**src/rtl/ref_select_map.vh**
```
// constants for the reference select and main loop control core
// assumes ref_clk at 250 MHz, 4 ns period
`ifndef REF_SELECT_MAP_VH
`define REF_SELECT_MAP_VH
`define NUM_IN 5
`define ST_FREERUN 3'h1
`define ST_LOCKED 3'h2
`define ST_HOLDOVER 3'h4
`define CLK_MHZ 250
`define CLK_PERIOD_PS 4000
// loop bandwidth limits in Hz
`define BW_MIN 9'h012
`define BW_MAX 9'h190
`define MON_BW_MAX 9'h046
// damping codes 1.2, 2.5, 5, 10, 20
`define DAMP_MAX 3'h4
`define PD_PFD 2'h0
`define PD_NEAREST 2'h1
`define PD_MULTI 2'h2
`define MULTI_LIMIT 14'h1fff
// phase offset and build-out timing
`define PHASE_STEP_PS 6
`define STEPS_PER_CYCLE (`CLK_PERIOD_PS / `PHASE_STEP_PS)
`define PBO_LIMIT_NS 5
`define PBO_CYCLES ((`PBO_LIMIT_NS * 1000) / `CLK_PERIOD_PS)
// holdover averaging interval
`define AVG_TIME_MS 1000
`define AVG_CYCLES (`AVG_TIME_MS * `CLK_MHZ * 1000)
// master clock: oscillator times 16, as an enable from ref_clk
`define OSC_MULT 16
`define OSC_KHZ 12800
`define MASTER_STEP 16'hd1b7
`define OSC_TIMEOUT 8'h28
// frame sync: 8 kHz from 204.8 MHz, multiframe every 4th frame
`define FRAME_TICKS 15'h6400
`define MFRAME_DIV 2'h3
`define SYNC_NONE 2'h0
`define SYNC_8K 2'h1
`define SYNC_2K 2'h2
`endif

```
**src/rtl/reference_select_dpll_control.v**
```verilog
// control core of the main loop: input monitor, priority select,
// free-run / locked / holdover machine, holdover averaging, frame sync
// assumes all pins synchronous to ref_clk and inputs pre-scaled so
// that each reference edge is visible at the 250 MHz sample rate
//
// Contract
// - state machine changes state without software
// - leave free-run once any input valid
// - average loop frequency over 1 s
// - quick loss detection enters holdover
// - holdover switches to another valid input
// - revertive or nonrevertive reference choice
// - all inputs lost: stay in holdover
// - monitor five inputs: activity and frequency
// - pick highest-priority valid input
// - divide selected reference to lower rate
// - two missing cycles disqualify selected input
// - master rate is oscillator times 16
// - lock at 8 kHz to multiples
// - bandwidth 18 to 400 Hz, acquire/lock
// - damping choice of five values
// - three phase detector modes
// - phase build-out on switch, under 5 ns
// - phase offset to 200 ns, 6 ps
// - monitor loop: frequency or phase, 70 Hz
// - frame sync polarity, width, discipline
// - write protect blocks configuration writes
`include "ref_select_map.vh"
`timescale 1ns/1ns
`default_nettype none
module reference_select_dpll_control #(
    parameter AVG_CYCLES = `AVG_CYCLES
) (
    input wire ref_clk,
    input wire rst_n,
    input wire local_oscillator_input,
    input wire [4:0] ref_in,
    input wire sync_in,
    input wire cfg_load,
    input wire write_protect,
    input wire [14:0] prio_table_in,
    input wire revertive_in,
    input wire [7:0] div_ratio_in,
    input wire [15:0] period_lo_in,
    input wire [15:0] period_hi_in,
    input wire [8:0] bw_acq_in,
    input wire [8:0] bw_lock_in,
    input wire [2:0] damping_in,
    input wire [1:0] pd_mode_in,
    input wire [16:0] phase_offset_in,
    input wire [2:0] mon_sel_a_in,
    input wire [2:0] mon_sel_b_in,
    input wire mon_phase_mode_in,
    input wire [8:0] mon_bw_in,
    input wire fsync_pol_in,
    input wire [7:0] fsync_width_in,
    input wire [1:0] sync_mode_in,
    output reg [2:0] loop_state_reg,
    output reg [2:0] sel_ref_reg,
    output reg [4:0] ref_valid_reg,
    output reg loop_tick_reg,
    output reg [15:0] loop_period_reg,
    output reg [15:0] holdover_reg,
    output reg [8:0] loop_bw_reg,
    output reg [2:0] damping_reg,
    output reg [1:0] pd_mode_reg,
    output reg [13:0] slip_count_reg,
    output reg [23:0] phase_adjust_reg,
    output reg pbo_active_reg,
    output reg [15:0] mon_result_reg,
    output reg [8:0] mon_bw_reg,
    output reg osc_ok_reg,
    output reg fsync_out_reg,
    output reg mfsync_out_reg
);
    // interval counter is 28 bits, so the top bits are cut on purpose
    localparam [31:0] AVG_FULL = AVG_CYCLES - 1;
    localparam [27:0] AVG_LAST = AVG_FULL[27:0];
    localparam [31:0] PBO_FULL = `PBO_CYCLES;

    // configuration shadow, loaded only while unprotected
    reg [14:0] prio_q;
    reg revertive_q;
    reg [7:0] div_q;
    reg [15:0] lo_q;
    reg [15:0] hi_q;
    reg [8:0] bw_acq_q;
    reg [8:0] bw_lock_q;
    reg [16:0] offset_q;
    reg [2:0] mon_a_q;
    reg [2:0] mon_b_q;
    reg mon_phase_q;
    reg fsync_pol_q;
    reg [7:0] fsync_width_q;
    reg [1:0] sync_mode_q;
    always @(posedge ref_clk or negedge rst_n) begin
        if (!rst_n) begin
            prio_q <= 15'h4321;
            revertive_q <= 1'b0;
            div_q <= 8'h00;
            lo_q <= 16'h0001;
            hi_q <= 16'hffff;
            bw_acq_q <= `BW_MAX;
            bw_lock_q <= `BW_MIN;
            damping_reg <= 3'h0;
            pd_mode_reg <= `PD_PFD;
            offset_q <= 17'h00000;
            mon_a_q <= 3'h0;
            mon_b_q <= 3'h1;
            mon_phase_q <= 1'b0;
            mon_bw_reg <= `MON_BW_MAX;
            fsync_pol_q <= 1'b0;
            fsync_width_q <= 8'h01;
            sync_mode_q <= `SYNC_NONE;
        end else if (cfg_load && !write_protect) begin
            prio_q <= prio_table_in;
            revertive_q <= revertive_in;
            div_q <= div_ratio_in;
            lo_q <= period_lo_in;
            hi_q <= period_hi_in;
            bw_acq_q <= (bw_acq_in < `BW_MIN) ? `BW_MIN :
                (bw_acq_in > `BW_MAX) ? `BW_MAX : bw_acq_in;
            bw_lock_q <= (bw_lock_in < `BW_MIN) ? `BW_MIN :
                (bw_lock_in > `BW_MAX) ? `BW_MAX : bw_lock_in;
            // unknown codes fall back to the lowest damping
            damping_reg <= (damping_in > `DAMP_MAX) ? 3'h0 : damping_in;
            pd_mode_reg <= (pd_mode_in > `PD_MULTI) ? `PD_PFD : pd_mode_in;
            offset_q <= phase_offset_in;
            mon_a_q <= mon_sel_a_in;
            mon_b_q <= mon_sel_b_in;
            mon_phase_q <= mon_phase_mode_in;
            mon_bw_reg <= (mon_bw_in > `MON_BW_MAX) ? `MON_BW_MAX :
                mon_bw_in;
            fsync_pol_q <= fsync_pol_in;
            fsync_width_q <= fsync_width_in;
            sync_mode_q <= sync_mode_in;
        end
    end

    // per-input activity and period monitors
    reg [4:0] ref_prev;
    reg [4:0] ref_edge;
    reg [15:0] gap_cnt [0:4];
    reg [15:0] period [0:4];
    integer i;
    integer j;
    always @(posedge ref_clk or negedge rst_n) begin
        if (!rst_n) begin
            ref_prev <= 5'h00;
            ref_valid_reg <= 5'h00;
            for (i = 0; i < `NUM_IN; i = i + 1) begin
                gap_cnt[i] <= 16'h0000;
                period[i] <= 16'h0000;
            end
        end else begin
            ref_prev <= ref_in;
            for (i = 0; i < `NUM_IN; i = i + 1) begin
                if (ref_edge[i]) begin
                    // requalify only on a fresh in-range period
                    period[i] <= gap_cnt[i];
                    ref_valid_reg[i] <= (gap_cnt[i] >= lo_q) &&
                        (gap_cnt[i] <= hi_q);
                    gap_cnt[i] <= 16'h0001;
                end else begin
                    if (gap_cnt[i] != 16'hffff)
                        gap_cnt[i] <= gap_cnt[i] + 16'h0001;
                    if (gap_cnt[i] > hi_q)
                        ref_valid_reg[i] <= 1'b0;
                end
            end
        end
    end

    // priority choice: lowest nonzero code wins, zero disables
    reg [2:0] best;
    reg [2:0] best_prio;
    reg any_valid;
    always @* begin
        ref_edge = ref_in & ~ref_prev;
        best = 3'h0;
        best_prio = 3'h7;
        any_valid = 1'b0;
        for (j = 0; j < `NUM_IN; j = j + 1) begin
            if (ref_valid_reg[j] && prio_q[3*j +: 3] != 3'h0 &&
                (!any_valid || prio_q[3*j +: 3] < best_prio)) begin
                best = j[2:0];
                best_prio = prio_q[3*j +: 3];
                any_valid = 1'b1;
            end
        end
    end

    // fast loss: two expected cycles missing on the selected input
    wire [15:0] sel_gap = gap_cnt[sel_ref_reg];
    wire [16:0] sel_two = {period[sel_ref_reg], 1'b0};
    wire fast_loss = ({1'b0, sel_gap} > sel_two);
    wire sel_lost = fast_loss || !ref_valid_reg[sel_ref_reg];
    wire sel_edge = ref_edge[sel_ref_reg];

    // main loop state machine
    reg switch_now;
    reg [2:0] state_next;
    always @* begin
        state_next = loop_state_reg;
        switch_now = 1'b0;
        case (loop_state_reg)
            `ST_FREERUN: begin
                if (any_valid) begin
                    state_next = `ST_LOCKED;
                    switch_now = 1'b1;
                end
            end
            `ST_LOCKED: begin
                if (sel_lost) begin
                    state_next = `ST_HOLDOVER;
                end else if (revertive_q && any_valid &&
                    best != sel_ref_reg) begin
                    switch_now = 1'b1;
                end
            end
            `ST_HOLDOVER: begin
                // with nothing valid the holdover value keeps driving
                if (any_valid) begin
                    state_next = `ST_LOCKED;
                    switch_now = 1'b1;
                end
            end
            default: state_next = `ST_FREERUN;
        endcase
    end

    // divider of the selected reference feeding the loop
    reg [7:0] div_cnt;
    reg [15:0] meas_cnt;
    reg [15:0] avg_q;
    reg [27:0] avg_timer;
    reg acquired;
    reg [1:0] pbo_cnt;
    wire div_hit = sel_edge && (div_cnt >= div_q);
    wire [16:0] avg_diff = {1'b0, loop_period_reg} - {1'b0, avg_q};
    // long gaps wrap the build-out term; only 24 bits are kept
    wire [31:0] pbo_prod = meas_cnt * `STEPS_PER_CYCLE;
    wire [23:0] pbo_steps = pbo_prod[23:0];
    always @(posedge ref_clk or negedge rst_n) begin
        if (!rst_n) begin
            loop_state_reg <= `ST_FREERUN;
            sel_ref_reg <= 3'h0;
            div_cnt <= 8'h00;
            meas_cnt <= 16'h0000;
            loop_tick_reg <= 1'b0;
            loop_period_reg <= 16'h0000;
            avg_q <= 16'h0000;
            holdover_reg <= 16'h0000;
            avg_timer <= 28'h0000000;
            acquired <= 1'b0;
            loop_bw_reg <= `BW_MAX;
            slip_count_reg <= 14'h0000;
            phase_adjust_reg <= 24'h000000;
            pbo_active_reg <= 1'b0;
            pbo_cnt <= 2'h0;
        end else begin
            loop_state_reg <= state_next;
            loop_tick_reg <= div_hit && loop_state_reg == `ST_LOCKED;
            if (meas_cnt != 16'hffff)
                meas_cnt <= meas_cnt + 16'h0001;
            if (switch_now) begin
                sel_ref_reg <= best;
                div_cnt <= 8'h00;
                // absorb the phase step of the new input
                phase_adjust_reg <= {{7{offset_q[16]}}, offset_q} +
                    pbo_steps;
                pbo_active_reg <= 1'b1;
                pbo_cnt <= PBO_FULL[1:0];
                meas_cnt <= 16'h0000;
            end else begin
                if (pbo_cnt != 2'h0)
                    pbo_cnt <= pbo_cnt - 2'h1;
                else
                    pbo_active_reg <= 1'b0;
                if (sel_edge)
                    div_cnt <= div_hit ? 8'h00 : div_cnt + 8'h01;
                if (div_hit) begin
                    loop_period_reg <= meas_cnt;
                    meas_cnt <= 16'h0001;
                end
            end
            // running average, latched once per interval while locked
            if (loop_state_reg == `ST_LOCKED) begin
                if (loop_tick_reg)
                    avg_q <= avg_q + {{3{avg_diff[16]}}, avg_diff[15:3]};
                if (avg_timer == AVG_LAST) begin
                    avg_timer <= 28'h0000000;
                    holdover_reg <= avg_q;
                    acquired <= 1'b1;
                end else begin
                    avg_timer <= avg_timer + 28'h0000001;
                end
            end else begin
                avg_timer <= 28'h0000000;
                acquired <= 1'b0;
            end
            loop_bw_reg <= acquired ? bw_lock_q : bw_acq_q;
            // multicycle mode counts cycle slips up to its limit
            if (pd_mode_reg != `PD_MULTI || loop_state_reg != `ST_LOCKED)
                slip_count_reg <= 14'h0000;
            else if (loop_tick_reg && loop_period_reg > holdover_reg &&
                slip_count_reg != `MULTI_LIMIT)
                slip_count_reg <= slip_count_reg + 14'h0001;
        end
    end

    // monitor loop: period of one input or edge distance of two
    reg [15:0] mon_cnt;
    always @(posedge ref_clk or negedge rst_n) begin
        if (!rst_n) begin
            mon_cnt <= 16'h0000;
            mon_result_reg <= 16'h0000;
        end else if (!mon_phase_q) begin
            mon_result_reg <= period[mon_a_q];
        end else begin
            if (ref_edge[mon_a_q])
                mon_cnt <= 16'h0000;
            else if (mon_cnt != 16'hffff)
                mon_cnt <= mon_cnt + 16'h0001;
            if (ref_edge[mon_b_q])
                mon_result_reg <= mon_cnt;
        end
    end

    // master clock enable: oscillator rate times 16 from ref_clk
    reg osc_prev;
    reg [7:0] osc_gap;
    reg [15:0] nco;
    reg master_en;
    wire [16:0] nco_sum = {1'b0, nco} + {1'b0, `MASTER_STEP};
    always @(posedge ref_clk or negedge rst_n) begin
        if (!rst_n) begin
            osc_prev <= 1'b0;
            osc_gap <= 8'h00;
            osc_ok_reg <= 1'b0;
            nco <= 16'h0000;
            master_en <= 1'b0;
        end else begin
            osc_prev <= local_oscillator_input;
            if (local_oscillator_input && !osc_prev)
                osc_gap <= 8'h00;
            else if (osc_gap != 8'hff)
                osc_gap <= osc_gap + 8'h01;
            osc_ok_reg <= osc_gap < `OSC_TIMEOUT;
            nco <= nco_sum[15:0];
            master_en <= nco_sum[16] && osc_ok_reg;
        end
    end

    // frame and multiframe sync generation, optionally disciplined
    reg sync_prev;
    reg [14:0] frame_cnt;
    reg [1:0] mframe_cnt;
    reg [7:0] fs_width_cnt;
    reg [7:0] mfs_width_cnt;
    wire sync_edge = sync_in && !sync_prev;
    wire frame_wrap = master_en && frame_cnt == `FRAME_TICKS - 15'h0001;
    wire realign = sync_edge && (sync_mode_q == `SYNC_8K ||
        (sync_mode_q == `SYNC_2K && mframe_cnt == `MFRAME_DIV));
    wire frame_start = frame_wrap || (sync_edge && sync_mode_q == `SYNC_8K);
    wire mframe_start = realign ? (sync_mode_q == `SYNC_2K) :
        (frame_wrap && mframe_cnt == `MFRAME_DIV);
    always @(posedge ref_clk or negedge rst_n) begin
        if (!rst_n) begin
            sync_prev <= 1'b0;
            frame_cnt <= 15'h0000;
            mframe_cnt <= 2'h0;
            fs_width_cnt <= 8'h00;
            mfs_width_cnt <= 8'h00;
            fsync_out_reg <= 1'b0;
            mfsync_out_reg <= 1'b0;
        end else begin
            sync_prev <= sync_in;
            if (realign) begin
                frame_cnt <= 15'h0000;
                if (sync_mode_q == `SYNC_2K)
                    mframe_cnt <= 2'h0;
            end else if (frame_wrap) begin
                frame_cnt <= 15'h0000;
                mframe_cnt <= mframe_cnt + 2'h1;
            end else if (master_en) begin
                frame_cnt <= frame_cnt + 15'h0001;
            end
            // width counted in ref_clk cycles, zero means one cycle
            if (frame_start || realign)
                fs_width_cnt <= fsync_width_q;
            else if (fs_width_cnt != 8'h00)
                fs_width_cnt <= fs_width_cnt - 8'h01;
            if (mframe_start)
                mfs_width_cnt <= fsync_width_q;
            else if (mfs_width_cnt != 8'h00)
                mfs_width_cnt <= mfs_width_cnt - 8'h01;
            fsync_out_reg <= fsync_pol_q ^ (frame_start || realign ||
                fs_width_cnt != 8'h00);
            mfsync_out_reg <= fsync_pol_q ^ (mframe_start ||
                mfs_width_cnt != 8'h00);
        end
    end
endmodule
`default_nettype wire

```
**config.mk**
```make
export PLATFORM = sky130hd
export DESIGN_NAME = reference_select_dpll_control
export DESIGN_NICKNAME = d
export VERILOG_FILES = /design/src/rtl/reference_select_dpll_control.v
export VERILOG_INCLUDE_DIRS = /design/src /design/src/rtl
export SDC_FILE = /design/constraint.sdc
export NUM_CORES = 2
export LEC_CHECK = 0
export BUFFER_PORTS_ARGS = -buffer_cell sky130_fd_sc_hd__buf_4
export CAP_MARGIN = 20
export CORE_ASPECT_RATIO = 1.5
export CORE_MARGIN = 2
export CORE_UTILIZATION = 52
export CTS_CLUSTER_DIAMETER = 30
export DETAILED_ROUTE_END_ITERATION = 6
export GPL_TIMING_DRIVEN = 1
export PLACE_DENSITY = 0.75
export SKIP_LAST_GASP = 1
export SYNTH_ARGS = -nofsm -noshare
export SYNTH_HDL_FRONTEND = slang
export SYNTH_SLANG_ARGS = --single-unit
```
**constraint.sdc**
```tcl
create_clock -name ref_clk -period 6.65 [get_ports ref_clk]
set_input_delay 0.3325 -clock ref_clk [delete_from_list [all_inputs] [get_ports ref_clk]]
set_output_delay 0.3325 -clock ref_clk [all_outputs]
set_load 0.03 [all_outputs]
```
==> flow_metrics.py <==
metrics = {
    "global_route": {
        "grt.total_usage": 0.305,
        "busiest_layer": "met2",
        "grtUsageMet1": 0.325,
        "grt_use_met3": 0.0535,
        "grt_pass1_wl_um": 160000,
        "grt_max_degree": 174,
        "grt_overflow": 0,
        "met2_usage": 0.536,
        "grt_pass1_vias": 30000,
        "antenna_found_initial": 8,
    },
    "timing": {
        "worstMarginPinSlew_ns": 1.09,
        "worst_slack_ns": 0.321,
        "min_period_ns": 6.33,
        "max_freq_mhz": 158,
        "hold_viol_final": 0,
        "fin_hold_ws_ns": 0.0486,
        "setup_viol": 0,
        "fin_crit_sh": 0.952,
        "fin_skew_ns": 0.0372,
        "slew_headroom": 0.276,
        "maxSlewViolCount": 0,
    },
    "critical_path": {
        "required_ns": 7.19,
        "end_kind": "flip-flop",
        "crit_buf_inv": 4,
        "r2r_slack_ns": 0.32,
        "crit_type": "flip-flop to flip-flop",
        "cp_slowest_cell": "dfstp_2",
        "rr_worst_depth": 32,
        "crit_top_cell": "ha_1",
        "slowest_delay_ns": 0.54,
        "arrival_ns": 6.86,
        "r2r_end": "phase_adjust_reg[14]",
        "cpLargestDelayFamily": "compound AO/OA/AOI/OAI gates",
        "rr_startpoint": "prio_q[0]",
        "start_kind": "flip-flop",
        "cp_max_fo": 8,
    },
    "clock_tree": {
        "clk_latency_ns": 0.67,
        "tritoncts": "done",
        "cts_root_buf": "clkbuf_16",
        "clock_path_buffers": 3,
        "cts_made_buffers": 101,
        "clk_pin_slew_ns": 0.05,
        "cts_max_level": 3,
        "cts.sinks": 546,
    },
    "synthesis": {
        "yosysWarnings": 0,
        "syn_nets": 4066,
        "ys_types": 88,
        "synth_area_per_cell_um2": 9.59,
        "ys_seq_elements": 546,
        "synthesis.area_um2": 34100,
        "synth_edf_count": 0,
        "seq_area_frac_synth": 0.402,
        "synth_cells": 3560,
        "async_reset_ff_frac": 1.00,
        "synth-main-ff-cell": "dfrtp_1",
    },
    "layout": {
        "drive_above_1_share": 0.177,
        "syn_to_final_growth_pct": 24.2,
        "reg_top3": "gap_cnt: 80 flops, period: 80 flops, avg_timer: 28 flops",
        "final_util": 0.649,
        "post_layout_nonfiller_instances": 4978,
        "nets": 4511,
    },
    "run": {
        "max_cap_violations": 0,
    },
    "floorplanning": {
        "dieWidth_um": 213,
        "die_h_um": 318,
        "std_cell_rows": 115,
        "die_area_um2": 67800,
        "initial_utilization": 0.523,
        "core_um2": 65300,
        "ios": 259,
    },
    "hold_path": {
        "whs_path_depth": 3,
        "hp-class": "input port to flip-flop",
        "worstHoldStart": "div_ratio_in[3]",
        "hold_path_end": "div_q[3]",
    },
    "detailed_routing": {
        "ant_nets": 0,
        "drc": 0,
        "routed_wirelength_um": 103000,
        "drt_iter0_drc": 1985,
        "firstDrtPassIters": 6,
        "vias": 28900,
        "wl_per_cell_um": 20.6,
        "drt-vias-per-instance": 5.80,
    },
    "status": {
        "status": "finished clean",
    },
    "power": {
        "vdd.ir_drop.worst_v": 0.000269,
        "p_leak_nw": 20.8,
        "power_mw": 15.1,
        "power_density_nw_per_um2": 356,
    },
    "placed_design": {
        "io_buffers": 258,
        "pre_cts_ws_ns": -0.100,
        "dp.cells": 4637,
        "gp_congestion": 0.935,
        "dpl.hpwl_um": 71700,
    },
}
==> per-layer routing <==
layer	up-vias	routed length [um]
met5	-	11
met4	2	8460
met3	422	5880
met2	1094	51800
met1	14000	36400
li1	13300	-
==> synthesized netlist by cell type (all sizes together) (7+ instances only) <==
cell	n	area share
a22o	32	0.0082
nor4	15	0.0029
fa	38	0.022
dfstp	36	0.028
or2	12	0.0022
a22oi	23	0.0051
mux2	75	0.028
mux2i	17	0.0050
a21oi	147	0.022
a211oi	11	0.0027
o21ai	188	0.028
nor2b	42	0.0077
nand4	48	0.0088
ha	334	0.12
o31ai	12	0.0028
nand2b	40	0.0073
nand2	614	0.068
a21o	74	0.016
nand3	101	0.015
xnor2	112	0.029
or3b	7	0.0018
nor3	70	0.010
inv	215	0.024
buf	22	0.0034
nor2	275	0.030
dfrtp	510	0.37
clkbuf	85	0.0093
or3	22	0.0040
mux4	52	0.034
a221oi	10	0.0026
and2	8	0.0015
o211ai	9	0.0024
a31oi	11	0.0020
a2111oi	10	0.0026
and3	44	0.0081
xor2	94	0.024
nand3b	13	0.0029
o21bai	9	0.0021
o21a	44	0.0097
==> repair_timing <==
| action | in CTS | in global routing |
|---|---|---|
| endpoints found under the setup margin | 42 | 68 |
| hold endpoints to repair | 229 | 0 |
| hold buffers | 132 | 0 |
| pin swaps | 0 | 8 |
| buffers inserted | 1 | 4 |
| gates cloned | 0 | 2 |
| gates resized for setup | 1 | 23 |
==> cells in the final DEF, fill, tap and decap left out, types with 10 or more instances in the layout <==
cell type / count
a22oi_1: 23
bufinv_16: 13
dfrtp_1: 509
or2_2: 10
inv_1: 214
a31oi_1: 11
clkbuf_16: 104
o21a_1: 44
a21oi_1: 141
a22o_1: 32
and3_1: 44
nor3_1: 68
fa_1: 38
nand2b_1: 39
nor4_1: 14
mux4_2: 52
dlygate4sd3_1: 132
nor2b_1: 36
inv_6: 23
dfstp_2: 36
a21o_1: 74
mux2_4: 30
nand2_1: 613
ha_1: 334
o31ai_1: 10
xor2_1: 94
or3_1: 22
clkinvlp_4: 12
o21ai_0: 181
xnor2_1: 112
buf_4: 304
mux2_2: 42
mux2i_1: 15
a221oi_1: 10
nand3b_1: 13
nand3_1: 100
nor2_1: 272
nand4_1: 48
==> per-stage QoR <==
step	setup TNS, ns	cell area (um^2)
6_report	0	42400
5_1_grt	-0.0805	42400
4_1_cts	0	42200
3_5_place_dp	-2.08	37200
3_3_place_gp	0	37200
2_1_floorplan	0	34100
==> logic make-up after synthesis <==
| kind of cell | synth area share |
|---|---|
| buf+inv | 0.0365 |
| mux | 0.0673 |
| xor+xnor | 0.0535 |
| simple gates | 0.175 |
| fa+ha+maj | 0.145 |
| flops | 0.402 |
| compound gates | 0.121 |
==> worst max-delay path by stage <==
stage / cells past startpoint / start / end
finish: 32 / prio_q[0] / phase_adjust_reg[14]
global route: 32 / prio_q[0] / phase_adjust_reg[23]
global placement: 31 / prio_q[0] / loop_period_reg[14]
detailed placement: 31 / prio_q[0] / loop_period_reg[11]
floorplan: 32 / prio_q[0] / loop_period_reg[0]
CTS: 32 / prio_q[0] / phase_adjust_reg[9]
==> report_power, final <==
part	internal (mW)	switching (mW)
combinational	2.39	2.92
sequential	3.80	0.572
clock	3.46	1.94
==> layout make-up <==
type                       count  area, um^2
antenna                        9        22.5
inverter                     216         811
clock inverter                72         916
timing repair buffer         449        3830
multi-input combinational   2691       19300
clock buffer                 118        2680
fill                        5154       22900
sequential                   546       13700
tap                          877        1100
==> worst reg2reg max path: cells and delay by family, from the launching register on <==
kind | cells | cell delay (ns)
AO/OA/AOI/OAI | 12 | 2.03
multiplexers | 2 | 0.51
adder cells (fa/ha/maj) | 4 | 1.12
AND/OR/NAND/NOR | 10 | 1.54
flip-flops | 1 | 0.54
buffers and inverters | 4 | 0.49
Power figures use the tool's default switching activity.
